File: config.mk
export PLATFORM = sky130hd
export DESIGN_NAME = two_wire_master_receiver
export DESIGN_NICKNAME = d
export VERILOG_FILES = /design/src/tw_pkg.sv /design/src/bit_sync.sv /design/src/two_wire_master_receiver.sv
export SDC_FILE = /design/constraint.sdc
export NUM_CORES = 1
export LEC_CHECK = 0
export BUFFER_PORTS_ARGS = -buffer_cell sky130_fd_sc_hd__buf_4
export CAP_MARGIN = 20
export CELL_PAD_IN_SITES_DETAIL_PLACEMENT = 0
export CELL_PAD_IN_SITES_GLOBAL_PLACEMENT = 1
export CORE_AREA = 2 2 146 148
export DETAILED_ROUTE_END_ITERATION = 8
export DIE_AREA = 0 0 148 150
export PLACE_DENSITY_LB_ADDON = 0.1
export SLEW_MARGIN = 25
export SYNTH_ARGS = -nofsm -noshare
export SYNTH_HDL_FRONTEND = slang
export SYNTH_SLANG_ARGS = --single-unit
File: constraint.sdc
create_clock -name clk -period 2.88 [get_ports clk]
set_input_delay 0.432 -clock clk [delete_from_list [all_inputs] [get_ports clk]]
set_output_delay 0.432 -clock clk [all_outputs]
set_load 0.005 [all_outputs]
File: src/tw_pkg.sv
package tw_pkg;

  // Bus timing: one bit is four quarter periods, 100 kbit/s on the wire.
  localparam int CLK_FREQ_MHZ = 25;
  localparam int QTR_BIT_NS = 2500;
  localparam int QTR_CYC = (QTR_BIT_NS * CLK_FREQ_MHZ + 999) / 1000;
  localparam logic [5:0] QTR_LAST = 6'(QTR_CYC - 1);

  // Register byte offsets.
  localparam logic [7:0] OFS_CONTROL = 8'h00;
  localparam logic [7:0] OFS_STATUS = 8'h04;
  localparam logic [7:0] OFS_DATA = 8'h08;

  // Control register field positions.
  localparam int CTL_FLAG = 7;
  localparam int CTL_ACK = 6;
  localparam int CTL_STA = 5;
  localparam int CTL_STO = 4;
  localparam int CTL_WC = 3;
  localparam int CTL_EN = 2;
  localparam int CTL_IE = 0;

  // Reset values.
  localparam logic [7:0] CONTROL_RESET = 8'h00;
  localparam logic [7:0] DATA_RESET = 8'hff;
  localparam logic [1:0] PRESC_RESET = 2'h0;

  // Status codes with the prescaler bits at zero.
  localparam logic [7:0] ST_NONE = 8'hf8;
  localparam logic [7:0] ST_START_SENT = 8'h08;
  localparam logic [7:0] ST_RSTART_SENT = 8'h10;
  localparam logic [7:0] ST_WADDR_ACK = 8'h18;
  localparam logic [7:0] ST_WADDR_NACK = 8'h20;
  localparam logic [7:0] ST_TXDATA_ACK = 8'h28;
  localparam logic [7:0] ST_TXDATA_NACK = 8'h30;
  localparam logic [7:0] ST_ARB_LOST = 8'h38;
  localparam logic [7:0] ST_RADDR_ACK = 8'h40;
  localparam logic [7:0] ST_RADDR_NACK = 8'h48;
  localparam logic [7:0] ST_RXDATA_ACK = 8'h50;
  localparam logic [7:0] ST_RXDATA_NACK = 8'h58;

  // AXI4-Lite responses.
  localparam logic [1:0] RESP_OKAY = 2'h0;
  localparam logic [1:0] RESP_SLVERR = 2'h2;

  typedef enum logic [5:0] {
    S_IDLE = 6'h01,
    S_START = 6'h02,
    S_RSTART = 6'h04,
    S_BYTE = 6'h08,
    S_HOLD = 6'h10,
    S_STOP = 6'h20
  } state_t;

endpackage : tw_pkg

File: src/bit_sync.sv
`timescale 1ns/1ps
module bit_sync #(
  parameter logic RESET_VAL = 1'b0
) (
  input wire logic clk,    // System clock.
  input wire logic resetn, // Asynchronous reset, active low.
  input wire logic d,      // Asynchronous input.
  output logic q           // Synchronised level.
);
  logic meta_r;

  always_ff @(posedge clk or negedge resetn) begin
    if (!resetn) begin
      meta_r <= RESET_VAL;
      q <= RESET_VAL;
    end else begin
      meta_r <= d;
      q <= meta_r;
    end
  end
endmodule : bit_sync

File: src/two_wire_master_receiver.sv
// Function
// Start request with flag cleared and enable set waits for a free bus, then starts.
// After START the flag is set and status reads 0x08.
// Writing one to the flag clears it; clearing lets the transfer continue.
// Read address selects master receiver, write address selects master transmitter.
// Software masks the prescaler bits before comparing status codes.
// After read address and acknowledge, flag set with status 0x38, 0x40 or 0x48.
// A received byte is readable in the data register when the flag sets.
// Software clears ack enable before the last byte so it gets NACK.
// Stop request with flag clear sends STOP on the bus.
// Start request with flag clear during a transfer sends repeated START.
// After repeated START (0x10) any address, either direction, without STOP.
// At 0x08 the loaded address is sent and the acknowledge sampled.
// At 0x10 the loaded address is sent; write address enters transmitter operation.
// Arbitration lost gives 0x38, bus released; start one restarts when bus free.
// At 0x40 or 0x50 next byte received, ACK if ack enable set at clear.
// At 0x48 start/stop choose repeated START, STOP, or STOP then START.
// At 0x58 byte read, then repeated START, STOP or STOP then START.
// The stop request bit clears itself once STOP is on the bus.
// Status 0x50 means a byte was received and ACK returned.
// Data register write with flag low is discarded and sets write collision.
// While the flag is set the clock line is held low; after arbitration loss (0x38) the code releases it.
//
// The placing of the registers and register access over AXI4-Lite are this design's own decisions.
`timescale 1ns/1ps
module two_wire_master_receiver (
  input wire logic clk,                 // System clock, 25 MHz.
  input wire logic resetn,              // Asynchronous reset, active low.
  input wire logic [7:0] s_axi_awaddr,  // Write address.
  input wire logic s_axi_awvalid,       // Write address valid.
  output logic s_axi_awready,           // Write address ready.
  input wire logic [31:0] s_axi_wdata,  // Write data.
  input wire logic [3:0] s_axi_wstrb,   // Write byte strobes.
  input wire logic s_axi_wvalid,        // Write data valid.
  output logic s_axi_wready,            // Write data ready.
  output logic [1:0] s_axi_bresp,       // Write response.
  output logic s_axi_bvalid,            // Write response valid.
  input wire logic s_axi_bready,        // Write response ready.
  input wire logic [7:0] s_axi_araddr,  // Read address.
  input wire logic s_axi_arvalid,       // Read address valid.
  output logic s_axi_arready,           // Read address ready.
  output logic [31:0] s_axi_rdata,      // Read data.
  output logic [1:0] s_axi_rresp,       // Read response.
  output logic s_axi_rvalid,            // Read data valid.
  input wire logic s_axi_rready,        // Read data ready.
  input wire logic scl_i,               // Clock line level.
  output logic scl_o,                   // Clock line drive level, always low.
  output logic scl_oe_n,                // Clock line pulled low when this is low.
  input wire logic sda_i,               // Data line level.
  output logic sda_o,                   // Data line drive level, always low.
  output logic sda_oe_n                 // Data line pulled low when this is low.
);
  tw_pkg::state_t state_r, state_nxt;
  logic [5:0] qcnt_r;
  logic [1:0] phase_r, phase_nxt;
  logic [3:0] bitcnt_r, bitcnt_nxt;
  logic [7:0] shift_r, shift_nxt;
  logic scl_low_r, scl_low_nxt, sda_low_r, sda_low_nxt;
  logic tx_r, tx_nxt, addr_r, addr_nxt, rd_r, rd_nxt, rep_r, rep_nxt;
  logic ack_lat_r, ack_lat_nxt, ackbit_r, ackbit_nxt;
  logic flag_set, data_set, sto_clr;
  logic [7:0] code_set;
  logic flag_r, ack_en_r, sta_r, sto_r, wc_r, en_r, ie_r;
  logic [4:0] code_r;
  logic [1:0] presc_r;
  logic [7:0] data_r;
  logic scl_s, sda_s, sda_d_r, busy_r;
  logic aw_hold_r, w_hold_r;
  logic [7:0] awaddr_r, wdat_r;
  logic wstrb0_r;
  logic drive_lvl_r;

  bit_sync #(.RESET_VAL(1'b1)) u_scl_sync (
    .clk(clk),
    .resetn(resetn),
    .d(scl_i),
    .q(scl_s)
  );

  bit_sync #(.RESET_VAL(1'b1)) u_sda_sync (
    .clk(clk),
    .resetn(resetn),
    .d(sda_i),
    .q(sda_s)
  );

  wire tick = (qcnt_r == tw_pkg::QTR_LAST);
  // A slave may stretch the clock, so the high phase waits for the line to rise.
  wire step = tick && !((phase_r == 2'd2) && !scl_s);
  wire start_det = scl_s && sda_d_r && !sda_s;
  wire stop_det = scl_s && !sda_d_r && sda_s;
  wire bus_free = !busy_r && scl_s && sda_s;
  wire [7:0] code_full = {code_r, 3'h0};
  wire last_bit = (bitcnt_r == 4'd8);
  wire lost_chk = tx_r ? !last_bit : last_bit;

  wire at_addr = (code_full == tw_pkg::ST_START_SENT) || (code_full == tw_pkg::ST_RSTART_SENT);
  wire at_tx = (code_full == tw_pkg::ST_WADDR_ACK) || (code_full == tw_pkg::ST_WADDR_NACK)
             || (code_full == tw_pkg::ST_TXDATA_ACK) || (code_full == tw_pkg::ST_TXDATA_NACK);
  wire at_rx = (code_full == tw_pkg::ST_RADDR_ACK) || (code_full == tw_pkg::ST_RXDATA_ACK);
  wire [7:0] addr_code = rd_r ? (ackbit_r ? tw_pkg::ST_RADDR_NACK : tw_pkg::ST_RADDR_ACK)
                              : (ackbit_r ? tw_pkg::ST_WADDR_NACK : tw_pkg::ST_WADDR_ACK);
  wire [7:0] txd_code = ackbit_r ? tw_pkg::ST_TXDATA_NACK : tw_pkg::ST_TXDATA_ACK;
  wire [7:0] rxd_code = ack_lat_r ? tw_pkg::ST_RXDATA_ACK : tw_pkg::ST_RXDATA_NACK;

  always_comb begin
    state_nxt = state_r;
    phase_nxt = phase_r;
    bitcnt_nxt = bitcnt_r;
    shift_nxt = shift_r;
    scl_low_nxt = scl_low_r;
    sda_low_nxt = sda_low_r;
    tx_nxt = tx_r;
    addr_nxt = addr_r;
    rd_nxt = rd_r;
    rep_nxt = rep_r;
    ack_lat_nxt = ack_lat_r;
    ackbit_nxt = ackbit_r;
    flag_set = 1'b0;
    data_set = 1'b0;
    sto_clr = 1'b0;
    code_set = code_full;
    if (!en_r) begin
      state_nxt = tw_pkg::S_IDLE;
      phase_nxt = 2'd0;
      scl_low_nxt = 1'b0;
      sda_low_nxt = 1'b0;
      rep_nxt = 1'b0;
    end else begin
      case (state_r)
        tw_pkg::S_IDLE: begin
          scl_low_nxt = 1'b0;
          sda_low_nxt = 1'b0;
          rep_nxt = 1'b0;
          if (sta_r && !flag_r && bus_free && tick) begin
            state_nxt = tw_pkg::S_START;
            phase_nxt = 2'd0;
          end
        end
        tw_pkg::S_START: begin
          if (step) begin
            phase_nxt = phase_r + 2'd1;
            if (phase_r == 2'd1) begin
              sda_low_nxt = 1'b1;
            end
            if (phase_r == 2'd3) begin
              scl_low_nxt = 1'b1;
              flag_set = 1'b1;
              code_set = rep_r ? tw_pkg::ST_RSTART_SENT : tw_pkg::ST_START_SENT;
              state_nxt = tw_pkg::S_HOLD;
            end
          end
        end
        tw_pkg::S_HOLD: begin
          scl_low_nxt = 1'b1;
          if (!flag_r) begin
            phase_nxt = 2'd0;
            bitcnt_nxt = 4'd0;
            if (sto_r) begin
              state_nxt = tw_pkg::S_STOP;
            end else if (sta_r) begin
              state_nxt = tw_pkg::S_RSTART;
            end else if (at_addr) begin
              state_nxt = tw_pkg::S_BYTE;
              tx_nxt = 1'b1;
              addr_nxt = 1'b1;
              shift_nxt = data_r;
              rd_nxt = data_r[0];
            end else if (at_tx) begin
              state_nxt = tw_pkg::S_BYTE;
              tx_nxt = 1'b1;
              addr_nxt = 1'b0;
              shift_nxt = data_r;
            end else if (at_rx) begin
              state_nxt = tw_pkg::S_BYTE;
              tx_nxt = 1'b0;
              addr_nxt = 1'b0;
              ack_lat_nxt = ack_en_r;
            end
          end
        end
        tw_pkg::S_RSTART: begin
          if (step) begin
            phase_nxt = phase_r + 2'd1;
            if (phase_r == 2'd0) begin
              sda_low_nxt = 1'b0;
            end
            if (phase_r == 2'd1) begin
              scl_low_nxt = 1'b0;
            end
            if (phase_r == 2'd3) begin
              rep_nxt = 1'b1;
              state_nxt = tw_pkg::S_START;
            end
          end
        end
        tw_pkg::S_STOP: begin
          if (step) begin
            phase_nxt = phase_r + 2'd1;
            if (phase_r == 2'd0) begin
              sda_low_nxt = 1'b1;
            end
            if (phase_r == 2'd1) begin
              scl_low_nxt = 1'b0;
            end
            if (phase_r == 2'd2) begin
              sda_low_nxt = 1'b0;
            end
            if (phase_r == 2'd3) begin
              // A start request still pending runs the START once the bus is free.
              sto_clr = 1'b1;
              state_nxt = tw_pkg::S_IDLE;
            end
          end
        end
        tw_pkg::S_BYTE: begin
          if (step) begin
            phase_nxt = phase_r + 2'd1;
            case (phase_r)
              2'd0: begin
                sda_low_nxt = last_bit ? (!tx_r && ack_lat_r) : (tx_r && !shift_r[7]);
              end
              2'd1: begin
                scl_low_nxt = 1'b0;
              end
              2'd2: begin
                if (lost_chk && !sda_low_r && !sda_s) begin
                  state_nxt = tw_pkg::S_IDLE;
                  scl_low_nxt = 1'b0;
                  sda_low_nxt = 1'b0;
                  flag_set = 1'b1;
                  code_set = tw_pkg::ST_ARB_LOST;
                end else if (last_bit) begin
                  ackbit_nxt = sda_s;
                end else if (!tx_r) begin
                  shift_nxt = {shift_r[6:0], sda_s};
                end
              end
              default: begin
                scl_low_nxt = 1'b1;
                if (last_bit) begin
                  state_nxt = tw_pkg::S_HOLD;
                  flag_set = 1'b1;
                  if (addr_r) begin
                    code_set = addr_code;
                  end else if (tx_r) begin
                    code_set = txd_code;
                  end else begin
                    data_set = 1'b1;
                    code_set = rxd_code;
                  end
                end else begin
                  bitcnt_nxt = bitcnt_r + 4'd1;
                  if (tx_r) begin
                    shift_nxt = {shift_r[6:0], 1'b0};
                  end
                end
              end
            endcase
          end
        end
        default: begin
          state_nxt = tw_pkg::S_IDLE;
        end
      endcase
    end
  end

  always_ff @(posedge clk or negedge resetn) begin
    if (!resetn) begin
      state_r <= tw_pkg::S_IDLE;
      qcnt_r <= 6'h00;
      phase_r <= 2'h0;
      bitcnt_r <= 4'h0;
      shift_r <= 8'h00;
      {scl_low_r, sda_low_r, tx_r, addr_r, rd_r, rep_r, ack_lat_r, ackbit_r} <= 8'h00;
      sda_d_r <= 1'b1;
      busy_r <= 1'b0;
      drive_lvl_r <= 1'b0;
      {scl_oe_n, sda_oe_n} <= 2'h3;
    end else begin
      state_r <= state_nxt;
      qcnt_r <= tick ? 6'h00 : qcnt_r + 6'h01;
      phase_r <= phase_nxt;
      bitcnt_r <= bitcnt_nxt;
      shift_r <= shift_nxt;
      {scl_low_r, sda_low_r, tx_r, addr_r} <= {scl_low_nxt, sda_low_nxt, tx_nxt, addr_nxt};
      {rd_r, rep_r, ack_lat_r, ackbit_r} <= {rd_nxt, rep_nxt, ack_lat_nxt, ackbit_nxt};
      sda_d_r <= sda_s;
      busy_r <= start_det | (busy_r & ~stop_det);
      drive_lvl_r <= 1'b0;
      {scl_oe_n, sda_oe_n} <= {~scl_low_nxt, ~sda_low_nxt};
    end
  end

  assign scl_o = drive_lvl_r;
  assign sda_o = drive_lvl_r;

  // Register slave: one write and one read in flight, address and data in any order.
  wire aw_take = s_axi_awvalid && s_axi_awready;
  wire w_take = s_axi_wvalid && s_axi_wready;
  wire do_wr = aw_hold_r && w_hold_r && !s_axi_bvalid;
  wire aw_hold_nxt = (aw_hold_r && !do_wr) || aw_take;
  wire w_hold_nxt = (w_hold_r && !do_wr) || w_take;
  wire wr_ctl = do_wr && wstrb0_r && (awaddr_r == tw_pkg::OFS_CONTROL);
  wire wr_sts = do_wr && wstrb0_r && (awaddr_r == tw_pkg::OFS_STATUS);
  wire wr_dat = do_wr && wstrb0_r && (awaddr_r == tw_pkg::OFS_DATA);
  wire wr_hit = (awaddr_r == tw_pkg::OFS_CONTROL) || (awaddr_r == tw_pkg::OFS_STATUS)
              || (awaddr_r == tw_pkg::OFS_DATA);
  wire ar_take = s_axi_arvalid && s_axi_arready;
  wire rd_ctl = (s_axi_araddr == tw_pkg::OFS_CONTROL);
  wire rd_sts = (s_axi_araddr == tw_pkg::OFS_STATUS);
  wire rd_dat = (s_axi_araddr == tw_pkg::OFS_DATA);
  wire [7:0] ctl_view = {flag_r, ack_en_r, sta_r, sto_r, wc_r, en_r, 1'b0, ie_r};
  wire [7:0] sts_view = {code_r, 1'b0, presc_r};
  wire [7:0] rd_mux = rd_ctl ? ctl_view : (rd_sts ? sts_view : (rd_dat ? data_r : 8'h00));
  wire rvalid_nxt = ar_take || (s_axi_rvalid && !s_axi_rready);

  always_ff @(posedge clk or negedge resetn) begin
    if (!resetn) begin
      {aw_hold_r, w_hold_r, wstrb0_r} <= 3'h0;
      awaddr_r <= 8'h00;
      wdat_r <= 8'h00;
      s_axi_awready <= 1'b1;
      s_axi_wready <= 1'b1;
      s_axi_bvalid <= 1'b0;
      s_axi_bresp <= tw_pkg::RESP_OKAY;
      s_axi_arready <= 1'b1;
      s_axi_rvalid <= 1'b0;
      s_axi_rdata <= 32'h0000_0000;
      s_axi_rresp <= tw_pkg::RESP_OKAY;
    end else begin
      aw_hold_r <= aw_hold_nxt;
      w_hold_r <= w_hold_nxt;
      s_axi_awready <= !aw_hold_nxt;
      s_axi_wready <= !w_hold_nxt;
      if (aw_take) begin
        awaddr_r <= s_axi_awaddr;
      end
      if (w_take) begin
        wdat_r <= s_axi_wdata[7:0];
        wstrb0_r <= s_axi_wstrb[0];
      end
      if (do_wr) begin
        s_axi_bvalid <= 1'b1;
        s_axi_bresp <= wr_hit ? tw_pkg::RESP_OKAY : tw_pkg::RESP_SLVERR;
      end else if (s_axi_bready) begin
        s_axi_bvalid <= 1'b0;
      end
      s_axi_rvalid <= rvalid_nxt;
      s_axi_arready <= !rvalid_nxt;
      if (ar_take) begin
        s_axi_rdata <= {24'h00_0000, rd_mux};
        s_axi_rresp <= (rd_ctl || rd_sts || rd_dat) ? tw_pkg::RESP_OKAY : tw_pkg::RESP_SLVERR;
      end
    end
  end

  // Hardware setting the flag wins over a clearing write in the same cycle.
  always_ff @(posedge clk or negedge resetn) begin
    if (!resetn) begin
      {flag_r, ack_en_r, sta_r, sto_r, wc_r, en_r, ie_r} <= 7'h00;
      code_r <= tw_pkg::ST_NONE[7:3];
      presc_r <= tw_pkg::PRESC_RESET;
      data_r <= tw_pkg::DATA_RESET;
    end else begin
      flag_r <= flag_set | (flag_r & ~(wr_ctl & wdat_r[tw_pkg::CTL_FLAG]));
      if (wr_ctl) begin
        ack_en_r <= wdat_r[tw_pkg::CTL_ACK];
        sta_r <= wdat_r[tw_pkg::CTL_STA];
        en_r <= wdat_r[tw_pkg::CTL_EN];
        ie_r <= wdat_r[tw_pkg::CTL_IE];
      end
      sto_r <= wr_ctl ? wdat_r[tw_pkg::CTL_STO] : (sto_r & ~sto_clr);
      if (flag_set) begin
        code_r <= code_set[7:3];
      end
      if (wr_sts) begin
        presc_r <= wdat_r[1:0];
      end
      if (wr_dat) begin
        wc_r <= !flag_r;
      end
      if (data_set) begin
        data_r <= shift_r;
      end else if (wr_dat && flag_r) begin
        data_r <= wdat_r;
      end
    end
  end
endmodule : two_wire_master_receiver
-- Word level (Yosys, flattened, before mapping)
Index checks and enable logic that the tools add are counted.
W data, S select, Z words.
- equality and inequality tests: 54
- reduce and logical (&&, ||, !) cells: 78
- mux-type cells: 117
- add/sub/neg operators: 3
- bitwise logic cells: 17
- operators by type and width (operator ; number):
    $mux W8 ; 21
    $mux W6 ; 19
    $pmux W8 S2 ; 4
    $ne A3 B3 Y1 const B ; 16
    $mux W1 ; 45
    $pmux W6 S6 ; 1
    $logic_and A1 B1 Y1 ; 28
    $mux W4 ; 6
    $reduce_and A6 Y1 ; 4
    $mux W7 ; 3
    $ne A2 B2 Y1 const B ; 9
    $eq A8 B3 Y1 const B ; 2
    $eq A8 B4 Y1 const B ; 2
    $logic_not A1 Y1 ; 16
    $logic_not A8 Y1 ; 2
    $eq A5 B3 Y1 const B ; 3
    $reduce_and A13 Y1 ; 1
    $eq A6 B6 Y1 const B ; 2
    $logic_or A1 B1 Y1 ; 12
    $mux W2 ; 6
    $pmux W6 S2 ; 1
    $reduce_and A12 Y1 ; 1
    $not A1 Y1 ; 11
    $eq A5 B2 Y1 const B ; 2
    other kinds (36) ; 52
- bits in registers: 100
- logic and storage cells: 313
- output and inout port bits: 45

-- Depth between registers and ports, before layout
- depth after elaboration: 11
- gate-level depth with buffers: 9
- mapped depth without buffers: 8

-- Cells and area by module
Synthesis repeated with hierarchy kept, for this count alone.
- cell total of the unflattened synthesis: 528
- area, all modules: 5331.4 µm²
- by module, submodules not included (module ; cells each ; area each (µm²) ; instances):
    two_wire_master_receiver ; 524 ; 5226.3 ; 1
    bit_sync ; 2 ; 52.6 ; 2

-- Worst setup path before layout
No wires, ideal clock.
- path kind: register -> register
- start point: register phase_r[0]
- end point: register shift_r[0]
- stages on the path, launching flop included: 10
- buffers on the path: 1
- data required time: 2.755 ns
- data arrival time: 2.398 ns
- setup slack: 0.357 ns
- path through: dfrtp_1 -> inv_1 -> ha_1 -> nor2b_1 -> nor3_1 -> o2bb2ai_2 -> nand2_1 -> or3_1 -> buf_6 -> mux2_4
- word-level cells in the longest chain between the ends: 6
- RTL lines (what ; RTL line ; RTL):
    start, declared ; two_wire_master_receiver.sv:55 ; logic [1:0] phase_r, phase_nxt;
    start signal, assigned ; two_wire_master_receiver.sv:284 ; phase_r <= phase_nxt;
    $eq A2 B2 Y1 ; two_wire_master_receiver.sv:89, two_wire_master_receiver.sv:219 ;
    $logic_and A1 B1 Y1 ; two_wire_master_receiver.sv:89 ; wire step = tick && !((phase_r == 2'd2) && !scl_s);
    $logic_not A1 Y1 ; two_wire_master_receiver.sv:89 ;
    $logic_and A1 B1 Y1 ; two_wire_master_receiver.sv:89 ;
    $ne A2 B2 Y1 (no source line) ; - ;
    $reduce_and A12 Y1 (no source line) ; - ;
    end signal, assigned ; two_wire_master_receiver.sv:286 ; shift_r <= shift_nxt;
    end, declared ; two_wire_master_receiver.sv:57 ; logic [7:0] shift_r, shift_nxt;
Several ways; a longest one is shown, not always the timed one. The select of a mux whose other input is x is not followed.
A chain may end at the register's enable or synchronous reset.

-- Worst setup path after layout
- start point: register state_r[0]
- end point: register code_r[2]
- word-level cells in the longest chain between the ends: 4
- RTL lines (what ; RTL line ; RTL):
    start, declared ; two_wire_master_receiver.sv:53 ; tw_pkg::state_t state_r, state_nxt;
    start signal, assigned ; two_wire_master_receiver.sv:271 ; state_r <= tw_pkg::S_IDLE;
    start signal, assigned ; two_wire_master_receiver.sv:282 ; state_r <= state_nxt;
    $eq A6 B4 Y1 / $eq A6 B2 Y1 (equally long branches) ; two_wire_master_receiver.sv:130 ; case (state_r)
    $pmux W1 S2 ; two_wire_master_receiver.sv:130 ;
    $mux W1 ; two_wire_master_receiver.sv:123 ; if (!en_r) begin
    $reduce_and A9 Y1 (no source line) ; - ;
    end signal, assigned ; two_wire_master_receiver.sv:363 ; code_r <= tw_pkg::ST_NONE[7:3];
    end signal, assigned ; two_wire_master_receiver.sv:376 ; code_r <= code_set[7:3];
    end, declared ; two_wire_master_receiver.sv:64 ; logic [4:0] code_r;
Several ways; a longest one is shown, not always the timed one.

==> results.sh <==
export IMPL_slowest_delay_ps=570
export IMPL_grt_max_degree=50
export IMPL_period_needed_ps=2650
export IMPL_numPortBuffers=50
export IMPL_coreArea_mm2=0.0207
export IMPL_fillers=2199
export IMPL_fin_skew_ps=9.71
export IMPL_path_class="reg -> reg"
export IMPL_synth_edf_count=0
export IMPL_p_leak_nw=2.88
export IMPL_cp_data_arrival_time_ps=2920
export IMPL_outcome="finished, final reports clean"
export IMPL_cp_end_kind="flip-flop"
export IMPL_ys_flop_type="dfrtp_1"
export IMPL_io_pins=106
export IMPL_cts_max_path_buffers=2
export IMPL_hp_class="in -> async"
export IMPL_worstPathRequired_ps=3150
export IMPL_design_die_area_mm2=0.0222
export IMPL_cts_made_buffers=9
export IMPL_post_synth_instance_area_mm2=0.00528
export IMPL_rows=53
export IMPL_antenna_found_initial=0
export IMPL_fin_setup_tns_ps=0
export IMPL_initial_core_util_pct=25.5
export IMPL_dp_hpwl_mm=10.1
export IMPL_finalHoldViolations=0
export IMPL_finish_utilization_pct=30.0
export IMPL_tightest_slew_ps=651
export IMPL_routedWlPerCell_um=15.9
export IMPL_drive_gt1_share_pct=27.0
export IMPL_viasPerCell=4.63
export IMPL_synth_avg_cell_area_um2=10.1
export IMPL_synth_cell_types=67
export IMPL_stdcell_area_mm2=0.00621
export IMPL_cts_tree="done"
export IMPL_dp_slack_ps=207
export IMPL_vdd_ir_drop_max_uv=340
export IMPL_place_congestion=0.800
export IMPL_yosysSeqAreaShare_pct=47.0
export IMPL_drt_iter0_markers=189
export IMPL_yosysWarnings=0
export IMPL_grtUsageTotal_pct=12.9
export IMPL_root_buffer="clkbuf_16"
export IMPL_post_cts_buffers=0
export IMPL_vias=3984
export IMPL_critical_path_top_delay_family="simple AND/OR/NAND/NOR gates"
export IMPL_path_buf_inv=0
export IMPL_grt_pass1_wl_mm=22.4
export IMPL_drv_cap=0
export IMPL_placedInstanceArea_mm2=0.00594
export IMPL_powerDensity_mw_per_mm2=535
export IMPL_die_w_um=148
export IMPL_fmax_ghz=0.377
export IMPL_firstDrtPassIters=5
export IMPL_die_h_um=150
export IMPL_grt_setup_unrepaired="no"
export IMPL_async_flop_share_pct=100
export IMPL_slew_headroom_pct=56.6
export IMPL_path_max_fanout=10
export IMPL_ant_nets=0
export IMPL_period_share_pct=92.2
export IMPL_timing_final_ws_setup_ps=225
export IMPL_setup_violations=0
export IMPL_gr_total_overflow=0
export IMPL_numClockSinks=98
export IMPL_grt_pass1_vias=3990
export IMPL_cp_cell_sequence="or4_4 > or3b_4 > a21oi_4 > a31oi_2 > nor4_4 > mux2_1"
export IMPL_crit_slowest_cell="or4_4"
export IMPL_cts_resized=0
export IMPL_nNetsFinal=653
export IMPL_drt_total_wl_mm=13.7
export IMPL_num_antenna_cells=0
export IMPL_drc=0
export IMPL_synth_ff_latch_count=98
export IMPL_syn_inst=523
export IMPL_syn_to_final_growth_pct=17.7
export IMPL_clock_latency_ps=350
export IMPL_cp_start_kind="flip-flop"
export IMPL_path_clk_slew_ps=70
export IMPL_slew_viol_final=0
export IMPL_cts_hold_buf=0
export IMPL_cts_htree_levels=3
[registers in the layout, indices dropped and copies added (netlist names), 2 cells and up]
register and count:
awaddr_r 8, data_r 8, s_axi_rdata 8, shift_r 8
wdat_r 8, qcnt_r 6, state_r 6, code_r 5
bitcnt_r 4, phase_r 2, presc_r 2
[metrics by stage]
stage | std cells | hold slack (ps) | total power, mW
floorplan | 550 | 136 | 2.02
global placement | 845 | 346 | 2.22
detailed placement | 845 | 348 | 2.23
CTS | 861 | 135 | 3.41
global route | 861 | 146 | 3.54
finish | 861 | 107 | 3.32
[area by class of cell]
cell class / count / area, um2 / area share [%]
Clock inverter: 6 / 41.3 / 0.665
Inverter: 15 / 56.3 / 0.906
Tap cell: 275 / 344 / 5.54
Clock buffer: 10 / 229 / 3.69
Sequential cell: 98 / 2480 / 40.0
Multi-Input combinational cell: 386 / 2530 / 40.7
Timing Repair Buffer: 71 / 533 / 8.58
[where the power goes]
group,internal (mW),switching (mW)
Combinational,0.248,0.203
Clock,0.590,0.544
Sequential,1.58,0.152
[per-layer routing]
layer  part of all wire, %  vias to the layer above  track usage, %
met5                     0                        -               0
met4                   1.2                        0            4.29
met3                   3.2                       11            1.86
met2                    48                       86            20.7
met1                    48                     1973            18.0
li1                      -                     1914               -
[final timing paths]
path	startpoint	endpoint	slack (ps)	cells after the start
max	state_r[0]	code_r[2]	230	6
min	resetn	s_axi_rdata[6]	110	1
max reg2reg	state_r[0]	code_r[2]	230	6
min reg2reg	u_sda_sync.meta_r	u_sda_sync.q	360	0
max in group asynchronous	resetn	state_r[0]	1930	2
min in group clk	sda_i	u_sda_sync.meta_r	190	1
[cells in the final DEF, fill, tap and decap left out, types with 6 or more instances in the layout]
cell type,instances
mux2_4,8
mux2i_1,21
dfstp_2,24
o31ai_1,6
nor3_1,10
nand3_1,18
a21oi_1,33
mux2_2,25
dfrtp_1,74
o21ai_0,30
ha_1,11
clkbuf_16,9
buf_4,71
nor2_1,37
nand2_1,70
conb_1,28
inv_1,15
[synth_stat cells (5+ instances only)]
cell | count | share of area, %
dfrtp_1 | 74 | 35
nand2_1 | 70 | 5.0
nor2_1 | 37 | 2.6
a21oi_1 | 33 | 3.1
o21ai_0 | 30 | 2.8
buf_4 | 28 | 4.0
mux2_2 | 25 | 5.3
dfstp_2 | 24 | 12
mux2i_1 | 21 | 4.0
nand3_1 | 18 | 1.7
clkbuf_1 | 17 | 1.2
inv_1 | 15 | 1.1
ha_1 | 11 | 2.6
nor3_1 | 10 | 0.95
mux2_4 | 8 | 2.3
o31ai_1 | 6 | 0.85
nand4_1 | 5 | 0.59
nor2b_1 | 5 | 0.59
nor4_1 | 5 | 0.59
xor2_1 | 5 | 0.83
[worst register-to-register path: stages (launching register included)]
cell	delay, ps
dfstp_2	420
or4_4	570
or3b_4	430
a21oi_4	170
a31oi_2	150
nor4_4	480
mux2_1	370
[kinds of logic (layout without fill, tap and decap cells)]
| logic type | after synthesis | count (layout) | synth area share, % |
|---|---|---|---|
| other | 1 | 28 | 0.0710 |
| flip-flops | 98 | 98 | 47.0 |
| AND/OR/NAND/NOR | 180 | 180 | 17.4 |
| XOR/XNOR | 9 | 9 | 1.49 |
| adder cells (fa/ha/maj) | 11 | 11 | 2.61 |
| AO/OA/AOI/OAI | 100 | 100 | 11.9 |
| buffers and inverters | 66 | 102 | 7.04 |
| multiplexers | 58 | 58 | 12.4 |
No activity file was read; power rests on OpenSTA's default activity.
